$ cat src/shared/stop_after_start_flag_cfg.svh
/*
  Constants of the two-wire slave status block: register offsets, field
  positions, reset values and general call codes.
  Assumes inclusion by bare name from the package and the design module.
*/
// Operation
// - Match field reads 11 when the address equals the fourth slave ID and no lower one.
// - Status bit 10 sets on a stop after a matched start.
// - Stop interrupt fires while the stop flag and its enable are set.
// - Reading the status register clears the stop-after-start flag.
// - Bits 9:8 give general call type: none, reset, program, alternate.
// - A general call reset leaves the general call type untouched.
// - The general call type clears only through the clear bit.
// - Status bit 7 sets on any general call command.
// - A general call reset returns registers to defaults except the general call flag and type.
// - A hardware general call leaves its second byte in the receive FIFO.
// - The general call flag clears only through the clear bit.
// - Busy bit 6 sets as soon as a start condition appears.
// - Busy clears on address mismatch, stop, or repeated-start mismatch.
// - Bit 5 sets on a no-acknowledge for empty transmit or forced NACK.
// - Bit 4 sets when a byte is pushed into a full receive FIFO.
// - Bit 3 stays high while the receive FIFO holds a byte.
// - Receive interrupt fires while bit 3 and its enable are set.
// - Control bit 8 enables the stop interrupt.
// - Writing one to control bit 4 clears general call flag and type.
// - Control bit 7 forces a no-acknowledge; clear lets hardware decide.
// - Control bit 9 enables the receive interrupt.
`ifndef STOP_AFTER_START_FLAG_CFG_SVH
`define STOP_AFTER_START_FLAG_CFG_SVH

// Register offsets
`define STOP_AFTER_START_FLAG_OFF_STATUS 8'h00
`define STOP_AFTER_START_FLAG_OFF_CONTROL 8'h04
`define STOP_AFTER_START_FLAG_OFF_ID0 8'h08
`define STOP_AFTER_START_FLAG_OFF_ID1 8'h0c
`define STOP_AFTER_START_FLAG_OFF_ID2 8'h10
`define STOP_AFTER_START_FLAG_OFF_ID3 8'h14
`define STOP_AFTER_START_FLAG_OFF_ALT 8'h18
`define STOP_AFTER_START_FLAG_OFF_RXDATA 8'h1c

// Status field positions
`define STOP_AFTER_START_FLAG_STA_ID_LSB 11
`define STOP_AFTER_START_FLAG_STA_STOP 10
`define STOP_AFTER_START_FLAG_STA_GCT_LSB 8
`define STOP_AFTER_START_FLAG_STA_GC 7
`define STOP_AFTER_START_FLAG_STA_BUSY 6
`define STOP_AFTER_START_FLAG_STA_NACK 5
`define STOP_AFTER_START_FLAG_STA_OVF 4
`define STOP_AFTER_START_FLAG_STA_RXQ 3

// Control field positions
`define STOP_AFTER_START_FLAG_CTL_SLV_EN 0
`define STOP_AFTER_START_FLAG_CTL_GC_EN 2
`define STOP_AFTER_START_FLAG_CTL_HGC_EN 3
`define STOP_AFTER_START_FLAG_CTL_GC_CLR 4
`define STOP_AFTER_START_FLAG_CTL_NACK 7
`define STOP_AFTER_START_FLAG_CTL_STOP_IE 8
`define STOP_AFTER_START_FLAG_CTL_RX_IE 9
`define STOP_AFTER_START_FLAG_CTL_WMASK 16'h03ef

// Reset values
`define STOP_AFTER_START_FLAG_CTL_RST 16'h0000
`define STOP_AFTER_START_FLAG_ID_RST 8'h00
`define STOP_AFTER_START_FLAG_ALT_RST 8'h00

// General call codes and type values
`define STOP_AFTER_START_FLAG_GC_ADDR 8'h00
`define STOP_AFTER_START_FLAG_GC_RST_CMD 8'h06
`define STOP_AFTER_START_FLAG_GC_PROG_CMD 8'h04
`define STOP_AFTER_START_FLAG_GCT_NONE 2'h0
`define STOP_AFTER_START_FLAG_GCT_RST 2'h1
`define STOP_AFTER_START_FLAG_GCT_PROG 2'h2
`define STOP_AFTER_START_FLAG_GCT_ALT 2'h3

// Bits per byte on the wire, receive FIFO depth
`define STOP_AFTER_START_FLAG_BYTE_BITS 4'h8
`define STOP_AFTER_START_FLAG_RX_DEPTH 4

`endif

$ cat src/shared/stop_after_start_flag_pkg.sv
/*
  Types of the two-wire slave status block: engine states and the
  register request carrier.
  Assumes the constants header sits in the include path.
*/
`include "stop_after_start_flag_cfg.svh"

package stop_after_start_flag_pkg;

  // Bit engine states, one-hot
  typedef enum logic [4:0] {
    ST_IDLE = 5'h01,
    ST_ADDR = 5'h02,
    ST_DATA = 5'h04,
    ST_ACK = 5'h08,
    ST_WAIT = 5'h10
  } stop_after_start_flag_state_t;

  // Register port request
  typedef struct packed {
    logic [7:0] addr;
    logic [15:0] wdata;
    logic wr;
    logic rd;
  } stop_after_start_flag_req_t;

endpackage

$ cat src/hw/stop_after_start_flag_status_flags.sv
/*
  Two-wire slave with its upper status flags: address match, stop after
  start, general call handling, busy, NACK, receive FIFO and interrupt.
  Assumes SCL and SDA arrive asynchronously and are synchronised here; the
  bus master outside runs well below the system clock. Transmit data lives
  elsewhere; only its FIFO empty level comes in.
*/
`timescale 1ns/1ps
`include "stop_after_start_flag_cfg.svh"

module stop_after_start_flag_status_flags
  import stop_after_start_flag_pkg::*;
(
  input wire logic clk_i,
  input wire logic rst_n_i,
  input wire stop_after_start_flag_req_t reg_req_i,
  output logic [15:0] reg_rdata_o,
  input wire logic scl_i,
  input wire logic sda_i,
  output logic sda_o,
  output logic sda_oe_o,
  input wire logic tx_empty_i,
  output logic irq_o
);

  localparam int DEPTH = `STOP_AFTER_START_FLAG_RX_DEPTH;

  // Synchroniser and edge history
  logic scl_s1_r, scl_s2_r, scl_d_r;
  logic sda_s1_r, sda_s2_r, sda_d_r;

  // Software registers
  logic [15:0] ctl_r, ctl_nxt;
  logic [7:0] id_r [4];
  logic [7:0] id_nxt [4];
  logic [7:0] alt_r, alt_nxt;
  logic [15:0] rdata_r, rdata_nxt;
  logic irq_r, irq_nxt;

  // Status flags
  logic stop_r, stop_nxt;
  logic [1:0] gct_r, gct_nxt;
  logic gc_r, gc_nxt;
  logic busy_r, busy_nxt;
  logic nack_r, nack_nxt;
  logic ovf_r, ovf_nxt;
  logic [1:0] idx_r, idx_nxt;

  // Receive FIFO
  logic [7:0] mem_r [DEPTH];
  logic [7:0] mem_nxt [DEPTH];
  logic [1:0] wptr_r, wptr_nxt;
  logic [1:0] rptr_r, rptr_nxt;
  logic [2:0] cnt_r, cnt_nxt;

  // Bit engine
  stop_after_start_flag_state_t state_r, state_nxt;
  logic [3:0] bit_r, bit_nxt;
  logic [7:0] shift_r, shift_nxt;
  logic match_r, match_nxt;
  logic read_r, read_nxt;
  logic gcph_r, gcph_nxt;
  logic ack_r, ack_nxt;
  logic oe_r, oe_nxt;

  // Decoded bus conditions
  logic scl_rise, scl_fall, start_ev, stop_ev;
  // Per-cycle events and helpers
  logic sta_rd, rx_rd, pop, gc_clr, push, gc_rst, nak;
  logic [7:0] push_byte;
  logic [3:0] hit;
  logic [15:0] status;

  // Edge and condition detection on synchronised pins only
  assign scl_rise = scl_s2_r & ~scl_d_r;
  assign scl_fall = ~scl_s2_r & scl_d_r;
  assign start_ev = scl_s2_r & scl_d_r & ~sda_s2_r & sda_d_r;
  assign stop_ev = scl_s2_r & scl_d_r & sda_s2_r & ~sda_d_r;

  // Status word as software sees it
  always_comb begin
    status = 16'h0000;
    status[`STOP_AFTER_START_FLAG_STA_ID_LSB +: 2] = idx_r;
    status[`STOP_AFTER_START_FLAG_STA_STOP] = stop_r;
    status[`STOP_AFTER_START_FLAG_STA_GCT_LSB +: 2] = gct_r;
    status[`STOP_AFTER_START_FLAG_STA_GC] = gc_r;
    status[`STOP_AFTER_START_FLAG_STA_BUSY] = busy_r;
    status[`STOP_AFTER_START_FLAG_STA_NACK] = nack_r;
    status[`STOP_AFTER_START_FLAG_STA_OVF] = ovf_r;
    status[`STOP_AFTER_START_FLAG_STA_RXQ] = (cnt_r != 3'h0);
  end

  // Address comparison against the four slave IDs
  always_comb begin
    for (int k = 0; k < 4; k++) begin
      hit[k] = (shift_r[7:1] == id_r[k][6:0]);
    end
  end

  // Next values of everything: register port, engine, flags, FIFO
  always_comb begin
    ctl_nxt = ctl_r;
    id_nxt = id_r;
    alt_nxt = alt_r;
    rdata_nxt = 16'h0000;
    stop_nxt = stop_r;
    gct_nxt = gct_r;
    gc_nxt = gc_r;
    busy_nxt = busy_r;
    nack_nxt = nack_r;
    ovf_nxt = ovf_r;
    idx_nxt = idx_r;
    mem_nxt = mem_r;
    wptr_nxt = wptr_r;
    rptr_nxt = rptr_r;
    cnt_nxt = cnt_r;
    state_nxt = state_r;
    bit_nxt = bit_r;
    shift_nxt = shift_r;
    match_nxt = match_r;
    read_nxt = read_r;
    gcph_nxt = gcph_r;
    ack_nxt = ack_r;
    oe_nxt = oe_r;
    push = 1'b0;
    push_byte = shift_r;
    gc_rst = 1'b0;
    nak = 1'b0;

    sta_rd = reg_req_i.rd && (reg_req_i.addr == `STOP_AFTER_START_FLAG_OFF_STATUS);
    rx_rd = reg_req_i.rd && (reg_req_i.addr == `STOP_AFTER_START_FLAG_OFF_RXDATA);
    pop = rx_rd && (cnt_r != 3'h0);
    gc_clr = reg_req_i.wr && (reg_req_i.addr == `STOP_AFTER_START_FLAG_OFF_CONTROL) &&
             reg_req_i.wdata[`STOP_AFTER_START_FLAG_CTL_GC_CLR];

    // Register writes; the clear bit is a strobe and never stored
    if (reg_req_i.wr) begin
      case (reg_req_i.addr)
        `STOP_AFTER_START_FLAG_OFF_CONTROL: ctl_nxt = reg_req_i.wdata & `STOP_AFTER_START_FLAG_CTL_WMASK;
        `STOP_AFTER_START_FLAG_OFF_ID0: id_nxt[0] = reg_req_i.wdata[7:0];
        `STOP_AFTER_START_FLAG_OFF_ID1: id_nxt[1] = reg_req_i.wdata[7:0];
        `STOP_AFTER_START_FLAG_OFF_ID2: id_nxt[2] = reg_req_i.wdata[7:0];
        `STOP_AFTER_START_FLAG_OFF_ID3: id_nxt[3] = reg_req_i.wdata[7:0];
        `STOP_AFTER_START_FLAG_OFF_ALT: alt_nxt = reg_req_i.wdata[7:0];
        default: ;
      endcase
    end

    // Register reads; unmapped offsets answer zero
    if (reg_req_i.rd) begin
      case (reg_req_i.addr)
        `STOP_AFTER_START_FLAG_OFF_STATUS: rdata_nxt = status;
        `STOP_AFTER_START_FLAG_OFF_CONTROL: rdata_nxt = ctl_r;
        `STOP_AFTER_START_FLAG_OFF_ID0: rdata_nxt = {8'h00, id_r[0]};
        `STOP_AFTER_START_FLAG_OFF_ID1: rdata_nxt = {8'h00, id_r[1]};
        `STOP_AFTER_START_FLAG_OFF_ID2: rdata_nxt = {8'h00, id_r[2]};
        `STOP_AFTER_START_FLAG_OFF_ID3: rdata_nxt = {8'h00, id_r[3]};
        `STOP_AFTER_START_FLAG_OFF_ALT: rdata_nxt = {8'h00, alt_r};
        `STOP_AFTER_START_FLAG_OFF_RXDATA: rdata_nxt = {8'h00, mem_r[rptr_r]};
        default: rdata_nxt = 16'h0000;
      endcase
    end

    // Status read clears only the stop flag
    if (sta_rd) begin
      stop_nxt = 1'b0;
    end
    // Clear strobe drops general call flag and type together
    if (gc_clr) begin
      gc_nxt = 1'b0;
      gct_nxt = `STOP_AFTER_START_FLAG_GCT_NONE;
    end

    // Bit engine; start and stop override any state
    if (!ctl_r[`STOP_AFTER_START_FLAG_CTL_SLV_EN]) begin
      state_nxt = ST_IDLE;
      busy_nxt = 1'b0;
      match_nxt = 1'b0;
      oe_nxt = 1'b0;
    end else if (start_ev) begin
      busy_nxt = 1'b1;
      state_nxt = ST_ADDR;
      bit_nxt = 4'h0;
      gcph_nxt = 1'b0;
      oe_nxt = 1'b0;
    end else if (stop_ev) begin
      if (match_r) begin
        stop_nxt = 1'b1;
      end
      busy_nxt = 1'b0;
      match_nxt = 1'b0;
      gcph_nxt = 1'b0;
      oe_nxt = 1'b0;
      state_nxt = ST_IDLE;
    end else begin
      case (state_r)
        ST_IDLE: ;
        ST_WAIT: ;
        ST_ADDR: begin
          if (scl_rise && bit_r != `STOP_AFTER_START_FLAG_BYTE_BITS) begin
            shift_nxt = {shift_r[6:0], sda_s2_r};
            bit_nxt = bit_r + 4'h1;
          end
          if (scl_fall && bit_r == `STOP_AFTER_START_FLAG_BYTE_BITS) begin
            if (hit != 4'h0) begin
              match_nxt = 1'b1;
              read_nxt = shift_r[0];
              // Lowest matching ID wins; ID3 reports 11
              if (hit[0]) begin
                idx_nxt = 2'h0;
              end else if (hit[1]) begin
                idx_nxt = 2'h1;
              end else if (hit[2]) begin
                idx_nxt = 2'h2;
              end else begin
                idx_nxt = 2'h3;
              end
              nak = ctl_r[`STOP_AFTER_START_FLAG_CTL_NACK] |
                    (shift_r[0] & tx_empty_i);
              nack_nxt = nak;
              ack_nxt = ~nak;
              oe_nxt = ~nak;
              state_nxt = ST_ACK;
            end else if (ctl_r[`STOP_AFTER_START_FLAG_CTL_GC_EN] &&
                         shift_r == `STOP_AFTER_START_FLAG_GC_ADDR) begin
              match_nxt = 1'b1;
              read_nxt = 1'b0;
              gcph_nxt = 1'b1;
              nak = ctl_r[`STOP_AFTER_START_FLAG_CTL_NACK];
              nack_nxt = nak;
              ack_nxt = ~nak;
              oe_nxt = ~nak;
              state_nxt = ST_ACK;
            end else begin
              // Not for us, whether first start or repeated
              busy_nxt = 1'b0;
              match_nxt = 1'b0;
              state_nxt = ST_WAIT;
            end
          end
        end
        ST_DATA: begin
          if (scl_rise && bit_r != `STOP_AFTER_START_FLAG_BYTE_BITS) begin
            shift_nxt = {shift_r[6:0], sda_s2_r};
            bit_nxt = bit_r + 4'h1;
          end
          if (scl_fall && bit_r == `STOP_AFTER_START_FLAG_BYTE_BITS) begin
            nak = ctl_r[`STOP_AFTER_START_FLAG_CTL_NACK];
            nack_nxt = nak;
            ack_nxt = ~nak;
            oe_nxt = ~nak;
            state_nxt = ST_ACK;
            if (gcph_r) begin
              // Command byte after the general call address
              gcph_nxt = 1'b0;
              gc_nxt = 1'b1;
              if (shift_r == `STOP_AFTER_START_FLAG_GC_RST_CMD) begin
                gct_nxt = `STOP_AFTER_START_FLAG_GCT_RST;
                gc_rst = 1'b1;
              end else if (shift_r == `STOP_AFTER_START_FLAG_GC_PROG_CMD) begin
                gct_nxt = `STOP_AFTER_START_FLAG_GCT_PROG;
              end else if (ctl_r[`STOP_AFTER_START_FLAG_CTL_HGC_EN] &&
                           shift_r == alt_r) begin
                gct_nxt = `STOP_AFTER_START_FLAG_GCT_ALT;
                push = 1'b1;
              end
            end else if (!nak) begin
              push = 1'b1;
            end
          end
        end
        ST_ACK: begin
          // Release SDA on the falling edge that ends the ACK slot
          if (scl_fall) begin
            oe_nxt = 1'b0;
            bit_nxt = 4'h0;
            if (ack_r && !read_r) begin
              state_nxt = ST_DATA;
            end else begin
              state_nxt = ST_WAIT;
            end
          end
        end
        default: state_nxt = ST_IDLE;
      endcase
    end

    // Receive FIFO; a push into a full FIFO is dropped and flagged
    if (push && cnt_r == 3'(DEPTH)) begin
      ovf_nxt = 1'b1;
    end else if (push || pop) begin
      ovf_nxt = 1'b0;
    end
    if (push && cnt_r != 3'(DEPTH)) begin
      mem_nxt[wptr_r] = push_byte;
      wptr_nxt = wptr_r + 2'h1;
    end
    if (pop) begin
      rptr_nxt = rptr_r + 2'h1;
    end
    cnt_nxt = cnt_r + {2'h0, push && cnt_r != 3'(DEPTH)} - {2'h0, pop};

    // General call reset: interface back to defaults, general call flag and type kept
    if (gc_rst) begin
      ctl_nxt = `STOP_AFTER_START_FLAG_CTL_RST;
      for (int k = 0; k < 4; k++) begin
        id_nxt[k] = `STOP_AFTER_START_FLAG_ID_RST;
      end
      alt_nxt = `STOP_AFTER_START_FLAG_ALT_RST;
      stop_nxt = 1'b0;
      nack_nxt = 1'b0;
      ovf_nxt = 1'b0;
      idx_nxt = 2'h0;
      wptr_nxt = 2'h0;
      rptr_nxt = 2'h0;
      cnt_nxt = 3'h0;
      // Type keeps the code loaded by this very command
    end

    // Level interrupt from the enabled sources
    irq_nxt = (stop_nxt & ctl_nxt[`STOP_AFTER_START_FLAG_CTL_STOP_IE]) |
              ((cnt_nxt != 3'h0) &
               ctl_nxt[`STOP_AFTER_START_FLAG_CTL_RX_IE]);
  end

  // Pin synchronisers; the first stage feeds only the second
  always_ff @(posedge clk_i) begin
    if (!rst_n_i) begin
      scl_s1_r <= 1'b1;
      scl_s2_r <= 1'b1;
      scl_d_r <= 1'b1;
      sda_s1_r <= 1'b1;
      sda_s2_r <= 1'b1;
      sda_d_r <= 1'b1;
    end else begin
      scl_s1_r <= scl_i;
      scl_s2_r <= scl_s1_r;
      scl_d_r <= scl_s2_r;
      sda_s1_r <= sda_i;
      sda_s2_r <= sda_s1_r;
      sda_d_r <= sda_s2_r;
    end
  end

  // State registers
  always_ff @(posedge clk_i) begin
    if (!rst_n_i) begin
      ctl_r <= `STOP_AFTER_START_FLAG_CTL_RST;
      for (int k = 0; k < 4; k++) begin
        id_r[k] <= `STOP_AFTER_START_FLAG_ID_RST;
      end
      alt_r <= `STOP_AFTER_START_FLAG_ALT_RST;
      rdata_r <= 16'h0000;
      irq_r <= 1'b0;
      stop_r <= 1'b0;
      gct_r <= `STOP_AFTER_START_FLAG_GCT_NONE;
      gc_r <= 1'b0;
      busy_r <= 1'b0;
      nack_r <= 1'b0;
      ovf_r <= 1'b0;
      idx_r <= 2'h0;
      for (int k = 0; k < DEPTH; k++) begin
        mem_r[k] <= 8'h00;
      end
      wptr_r <= 2'h0;
      rptr_r <= 2'h0;
      cnt_r <= 3'h0;
      state_r <= ST_IDLE;
      bit_r <= 4'h0;
      shift_r <= 8'h00;
      match_r <= 1'b0;
      read_r <= 1'b0;
      gcph_r <= 1'b0;
      ack_r <= 1'b0;
      oe_r <= 1'b0;
    end else begin
      ctl_r <= ctl_nxt;
      id_r <= id_nxt;
      alt_r <= alt_nxt;
      rdata_r <= rdata_nxt;
      irq_r <= irq_nxt;
      stop_r <= stop_nxt;
      gct_r <= gct_nxt;
      gc_r <= gc_nxt;
      busy_r <= busy_nxt;
      nack_r <= nack_nxt;
      ovf_r <= ovf_nxt;
      idx_r <= idx_nxt;
      mem_r <= mem_nxt;
      wptr_r <= wptr_nxt;
      rptr_r <= rptr_nxt;
      cnt_r <= cnt_nxt;
      state_r <= state_nxt;
      bit_r <= bit_nxt;
      shift_r <= shift_nxt;
      match_r <= match_nxt;
      read_r <= read_nxt;
      gcph_r <= gcph_nxt;
      ack_r <= ack_nxt;
      oe_r <= oe_nxt;
    end
  end

  // Open-drain SDA: data level is always low, enable pulls
  assign sda_o = 1'b0;
  assign sda_oe_o = oe_r;
  assign reg_rdata_o = rdata_r;
  assign irq_o = irq_r;

endmodule

$ cat config.mk
export PLATFORM = sky130hd
export DESIGN_NAME = stop_after_start_flag_status_flags
export DESIGN_NICKNAME = d
export VERILOG_FILES = /design/src/shared/stop_after_start_flag_pkg.sv /design/src/hw/stop_after_start_flag_status_flags.sv
export VERILOG_INCLUDE_DIRS = /design/src /design/src/shared
export SDC_FILE = /design/constraint.sdc
export NUM_CORES = 1
export LEC_CHECK = 0
export BUFFER_PORTS_ARGS = -buffer_cell sky130_fd_sc_hd__buf_2
export CAP_MARGIN = 20
export CORE_UTILIZATION = 60
export DETAILED_ROUTE_END_ITERATION = 8
export MAX_ROUTING_LAYER = met4
export PLACE_DENSITY_LB_ADDON = 0.25
export SETUP_SLACK_MARGIN = 0.02
export SYNTH_ARGS = -nofsm -noshare
export SYNTH_HDL_FRONTEND = slang
export SYNTH_SLANG_ARGS = --single-unit
$ cat constraint.sdc
create_clock -name clk_i -period 4.27 [get_ports clk_i]
set_input_delay 0.427 -clock clk_i [delete_from_list [all_inputs] [get_ports clk_i]]
set_output_delay 0.427 -clock clk_i [all_outputs]
set_load 0.02 [all_outputs]
Yosys cells after proc, flatten, opt, wreduce, memory -nomap -nowiden
Index checks and enable logic that the tools add are counted.
{"block": "classes", "addsub": 5, "n_mul": 0, "div_mod_pow": 0, "magnitude_cmp": 3, "n_eq_ne": 38, "n_shift": 0, "mux": 102, "bitwise_logic": 25, "n_reduce_logical": 53}
{"cell": "one-hot mux 13 bit (8 select lines)", "n": 1}
{"cell": "2-to-1 mux 1 bit", "n": 61}
{"cell": "bitwise mux 32 bit", "n": 1}
{"cell": "== test 8 x 5 -> 1 bit (second input constant)", "n": 4}
{"cell": "2-to-1 mux 10 bit", "n": 3}
{"cell": "2-to-1 mux 5 bit", "n": 6}
{"cell": "== test 7 bit", "n": 4}
{"cell": "2-to-1 mux 2 bit", "n": 14}
{"cell": "== test 8 x 3 -> 1 bit (second input constant)", "n": 3}
{"cell": "2-to-1 mux 8 bit", "n": 3}
{"cell": "!= test 4 bit (second input constant)", "n": 6}
{"cell": "one-hot mux 5 bit (4 select lines)", "n": 1}
{"cell": "AND reduction 6 bit", "n": 3}
{"cell": "nonzero test 3 bit", "n": 6}
{"cell": "binary-select mux 8 bit (select 2 bit)", "n": 1}
{"cell": "demux 8 bit (select 2 bit)", "n": 1}
{"cell": "== test 8 x 4 -> 1 bit (second input constant)", "n": 2}
{"cell": "logical NOT 8 bit", "n": 2}
{"cell": "2-to-1 mux 4 bit", "n": 4}
{"cell": "AND reduction 2 bit", "n": 8}
{"cell": "!= test 3 bit (second input constant)", "n": 5}
{"cell": "AND reduction 5 bit", "n": 3}
{"cell": "logical AND 1 bit", "n": 13}
{"cell": "AND reduction 4 bit", "n": 3}
{"cell": "32 further kinds", "n": 68}
{"block": "totals", "ff_bits": 142, "latchBits": 0, "mem_bits_rw": 0, "mem_bits_ro": 0, "word_cells": 264, "n_memories": 0}

Logic depth before layout (Yosys ltp)
{"block": "depth", "word_depth": 18, "depth_mapped": 18, "depth_no_buf": 17}

Worst setup path after synthesis
No wires, ideal clock.
{"block": "synth_path", "path_type": "input port to flip-flop", "from": "in reg_req_i[18] (netlist bit)", "to": "reg irq_r (netlist: irq_o)", "setup_time_ns": 0.128, "arrival_time_ns": 3.131, "setup_slack_ns": 1.011, "cell_stages": 15, "path_buffers": 2, "path_cell_list": "or4_1 > buf_2 > nor4_4 > and3_1 > buf_2 > ha_1 > inv_1 > ha_1 > inv_1 > fa_1 > xnor2_1 > xnor2_1 > nor3b_1 > o22a_1 > nor2_1"}
{"item": "from (decl)", "line_no": "stop_after_start_flag_status_flags.sv:16", "rtl": "input wire stop_after_start_flag_req_t reg_req_i,"}
{"item": "== test 8 x 5 -> 1 bit"}
{"item": "logical AND 1 bit", "line_no": "stop_after_start_flag_status_flags.sv:131", "rtl": "rx_rd = reg_req_i.rd && (reg_req_i.addr == `STOP_AFTER_START_FLAG_OFF_RXDATA);"}
{"item": "logical AND 1 bit", "line_no": "stop_after_start_flag_status_flags.sv:132", "rtl": "pop = rx_rd && (cnt_r != 3'h0);"}
{"item": "net pop", "line_no": "stop_after_start_flag_status_flags.sv:69", "rtl": "logic sta_rd, rx_rd, pop, gc_clr, push, gc_rst, nak;"}
{"item": "subtractor 3 x 1 -> 3 bit", "line_no": "stop_after_start_flag_status_flags.sv:301", "rtl": "cnt_nxt = cnt_r + {2'h0, push && cnt_r != 3'(DEPTH)} - {2'h0, pop};"}
{"item": "2-to-1 mux 3 bit", "line_no": "stop_after_start_flag_status_flags.sv:304", "rtl": "if (gc_rst) begin"}
{"item": "nonzero test 3 bit", "line_no": "stop_after_start_flag_status_flags.sv:322", "rtl": "((cnt_nxt != 3'h0) &"}
{"item": "bitwise AND 1 bit", "line_no": "stop_after_start_flag_status_flags.sv:322"}
{"item": "bitwise OR 1 bit", "line_no": "stop_after_start_flag_status_flags.sv:321", "rtl": "irq_nxt = (stop_nxt & ctl_nxt[`STOP_AFTER_START_FLAG_CTL_STOP_IE]) |"}
{"item": "to (signal assigned)", "line_no": "stop_after_start_flag_status_flags.sv:381", "rtl": "irq_r <= irq_nxt;"}
{"item": "to (decl)", "line_no": "stop_after_start_flag_status_flags.sv:38", "rtl": "logic irq_r, irq_nxt;"}
The timed path passes the listed nets, and every way through them passes these cells.
A chain may end at the register's enable or synchronous reset.

Final worst setup path
{"block": "layout_path", "from": "reg shift_r[4] (netlist: push_byte[4])", "to": "reg irq_r (netlist: irq_o)"}
{"block": "layout_via", "elab_chain_len": 18}
{"item": "from (decl)", "line_no": "stop_after_start_flag_status_flags.sv:59", "rtl": "logic [7:0] shift_r, shift_nxt;"}
{"item": "from (signal assigned)", "line_no": "stop_after_start_flag_status_flags.sv:395", "rtl": "shift_r <= shift_nxt;"}
{"item": "== test 8 bit", "line_no": "stop_after_start_flag_status_flags.sv:263", "rtl": "shift_r == alt_r) begin"}
{"item": "logical AND 1 bit", "line_no": "stop_after_start_flag_status_flags.sv:262", "rtl": "end else if (ctl_r[`STOP_AFTER_START_FLAG_CTL_HGC_EN] &&"}
{"item": "2-to-1 mux 1 bit", "line_no": "stop_after_start_flag_status_flags.sv:262"}
{"item": "2-to-1 mux 1 bit", "line_no": "stop_after_start_flag_status_flags.sv:260", "rtl": "end else if (shift_r == `STOP_AFTER_START_FLAG_GC_PROG_CMD) begin"}
{"item": "2-to-1 mux 1 bit", "line_no": "stop_after_start_flag_status_flags.sv:257", "rtl": "if (shift_r == `STOP_AFTER_START_FLAG_GC_RST_CMD) begin"}
{"item": "2-to-1 mux 1 bit", "line_no": "stop_after_start_flag_status_flags.sv:253", "rtl": "if (gcph_r) begin"}
{"item": "2-to-1 mux 1 bit", "line_no": "stop_after_start_flag_status_flags.sv:247", "rtl": "if (scl_fall && bit_r == `STOP_AFTER_START_FLAG_BYTE_BITS) begin"}
{"item": "2-to-1 mux 1 bit", "line_no": "stop_after_start_flag_status_flags.sv:196", "rtl": "case (state_r)"}
{"item": "(+2 left out)"}
{"item": "2-to-1 mux 1 bit", "line_no": "stop_after_start_flag_status_flags.sv:175", "rtl": "if (!ctl_r[`STOP_AFTER_START_FLAG_CTL_SLV_EN]) begin"}
{"item": "logical AND 1 bit", "line_no": "stop_after_start_flag_status_flags.sv:301"}
{"item": "adder 3 x 1 -> 3 bit", "line_no": "stop_after_start_flag_status_flags.sv:301"}
{"item": "subtractor 3 x 1 -> 3 bit", "line_no": "stop_after_start_flag_status_flags.sv:301"}
{"item": "2-to-1 mux 3 bit", "line_no": "stop_after_start_flag_status_flags.sv:304"}
{"item": "nonzero test 3 bit", "line_no": "stop_after_start_flag_status_flags.sv:322"}
{"item": "bitwise AND 1 bit", "line_no": "stop_after_start_flag_status_flags.sv:322"}
{"item": "bitwise OR 1 bit (*)", "line_no": "stop_after_start_flag_status_flags.sv:321"}
Every way passes the cells marked *; elsewhere a longest branch is shown, timed or not.

==> results.toml <==
[setup_path]
critPathTopFamily = "simple AND/OR/NAND/NOR gates"
crit_slowest_cell = "dfxtp_1"
slowest_delay_ns = 0.70
worstPathArrival_ns = 4.06
path_max_fanout = 9
crit_path_start_kind = "flop"
critical_path_class = "flop to flop"
worstSetupEndpointType = "flop"
critPathRequiredTime_ns = 4.68
crit_buf_inv = 2
cp_common_cell = "xnor2_1"
path_cells = "xnor2_1, nand4_1, nor3_1, a31oi_1, or2_2, ha_1, inv_1, ha_1, inv_1, fa_1, xnor2_1, xnor2_1, nor3b_1, o22a_1, nor2_1"

[cells_and_area]
syn2layout_area_growth_pct = 12.5
drive_above_1_share = 0.138
diodes = 0
fin_nets = 826
postLayoutCoreUtil = 0.693

[clocking]
numCtsBuffers = 17
clkSinkCount = 139
htree_num_levels = 4
cts_tree = "built"
cts-root-buf = "clkbuf_8"
clk_pin_slew_worst_paths_ns = 0.06
holdBufCountCts = 0
clk_latency_ns = 0.52
post_cts_buffers = 0
cts.path.max_buffers = 2
ctsResizeCount = 0

[synth]
ys_ff_latch = 139
synth_top_family_by_area = "simple AND/OR/NAND/NOR gates"
synthSimpleGateAreaFrac = 0.240
ys_seq_area_frac = 0.415
synth_ff_type = "dfxtp_1"
synth_fa_ha_area_frac = 0.0179
synth-xor-area-share = 0.0561
syn_area_mm2 = 0.00671
synth_area_per_cell_um2 = 8.82
yosysMostFrequentCell = "dfxtp_1"
yosysTopAreaCellShare = 0.415
synthArstFlopShare = 0
synth_compound_area_frac = 0.118
synth_warnings = 0
synth_top_area_cell = "dfxtp_1"
netlist_instances = 761
synth_edf_count = 0
synthTopCellsByArea = "dfxtp_1 (41%), mux2i_1 (8.4%), nand2_1 (6.7%)"
yosysUniqueCellTypes = 66
synth_mux_area_frac = 0.114
synth_common_cells = "dfxtp_1 (139), nand2_1 (119), nand3_1 (60)"

[power]
power_w = 0.00280
p_leak_nw = 2.82
vdd_drop_max_mv = 0.341
power.density_mw_per_mm2 = 372

[drt]
antenna_left = 0
wl_met1_um = 7680
top_layer_used = "met4"
detail_route.wirelength_um = 18500
drc = 0
met2_length_um = 8790
drtPass1Iterations = 5
vias = 5912
wl_per_cell_um = 19.8
met3_length_um = 1280
viasPerCell = 6.31
drt_iter0_drc = 837

[global_routing]
grt_pass1_vias = 5650
antenna_found_initial = 0
grt_usage = 0.350
grt_pass1_wl_um = 29500
grt_max_degree = 60
overflow = 0

[floorplanning]
initial_core_util = 0.616
die_w_um = 108
design.core.area_mm2 = 0.0109
dieArea_mm2 = 0.0116
rows = 38
die_y_um = 108
ioPinCount = 50

[timing]
rsz0062_at_grt = "false"
finalClockSkew_ns = 0.00767
worst_slack_ns = 0.617
timing.final.crit_share = 0.855
setup_violations = 0
maxSlewViolCount = 0
tightest_slew_ns = 1.04
relSlewSlack = 0.300
timing.setup.tns_ns = 0
fin_crit_ns = 3.65
finalHoldViolCount = 0
fmax_mhz = 274

[outcome]
status = "finished clean"

[run]
maxCapViolations = 0

[place]
portBuffers = 39
hpwlAfterDp_um = 12700
pre_cts_slack_ns = 0.584
place_congestion = 0.944

[hold_path]
hp-class = "input pin to flop"
## cells in the final DEF, fill, tap and decap left out, types with 14 or more instances in the layout
master,instances
mux2i_1,56
nand3_1,60
dfxtp_1,139
a21oi_1,55
nand2_1,118
xor2_1,15
buf_2,39
o21ai_0,14
nor2_1,49
xnor2_1,28
clkbuf_16,16
## power breakdown
group	internal, W	total [W]	switching (W)	leakage [nW]
clock network	0.000893	0.00141	0.000521	0.277
registers	0.00130	0.00130	0.00000260	1.12
logic	0.0000204	0.0000879	0.0000675	1.43
## worst paths after layout
| path | startpoint | endpoint | slack (ns) | cells past startpoint |
|---|---|---|---|---|
| worst max-delay path | push_byte[4]$_SDFFE_PN0P_ | irq_o$_SDFF_PN0_ | 0.62 | 15 |
| worst min-delay path | sda_i | sda_s1_r$_SDFF_PN1_ | 0.08 | 2 |
| worst min register to register | scl_s1_r$_SDFF_PN1_ | scl_s2_r$_SDFF_PN1_ | 0.41 | 1 |
| worst max register to register | push_byte[4]$_SDFFE_PN0P_ | irq_o$_SDFF_PN0_ | 0.62 | 15 |
## logic make-up after synthesis
| logic type | after synthesis |
|---|---|
| multiplexers | 66 |
| buffers and inverters | 59 |
| other | 1 |
| AO/OA/AOI/OAI | 124 |
| adder cells (fa/ha/maj) | 9 |
| flip-flops | 139 |
| XOR/XNOR | 43 |
| AND/OR/NAND/NOR | 320 |
## per-layer routing
layer / up-vias / GRT usage
met5: - / -
met3: 67 / 0.0763
met2: 276 / 0.553
met1: 2828 / 0.424
li1: 2741 / -
met4: 0 / 0.167
## cell type report
| class | instances | area [µm²] |
|---|---|---|
| well taps | 140 | 175 |
| clock inverters | 9 | 123 |
| clock buffers | 21 | 439 |
| fillers | 876 | 3340 |
| inverters | 10 | 37.5 |
| flip-flops and latches | 139 | 2780 |
| repair buffers | 52 | 305 |
| multi-input cells | 566 | 3690 |
## sequential cells by signal (all words and copies together) (netlist names), 2 cells and up
name / count
state_r: 5
wptr_r: 2
idx_r: 2
cnt_r: 3
bit_r: 4
gct_r: 2
rptr_r: 2
reg_rdata_o: 13
ctl_r: 9
push_byte: 8
alt_r: 8
id_r: 32
mem_r: 32
## stage by stage
step	instance area, µm²	hold slack [ns]	std cells
after floorplan	6720	0.386	764
after global placement	6970	0.395	906
after detailed placement	6970	0.402	906
after CTS	7530	0.0690	936
after global routing	7550	0.0724	937
final	7550	0.0839	937
(Power assumes the default switching activity.)
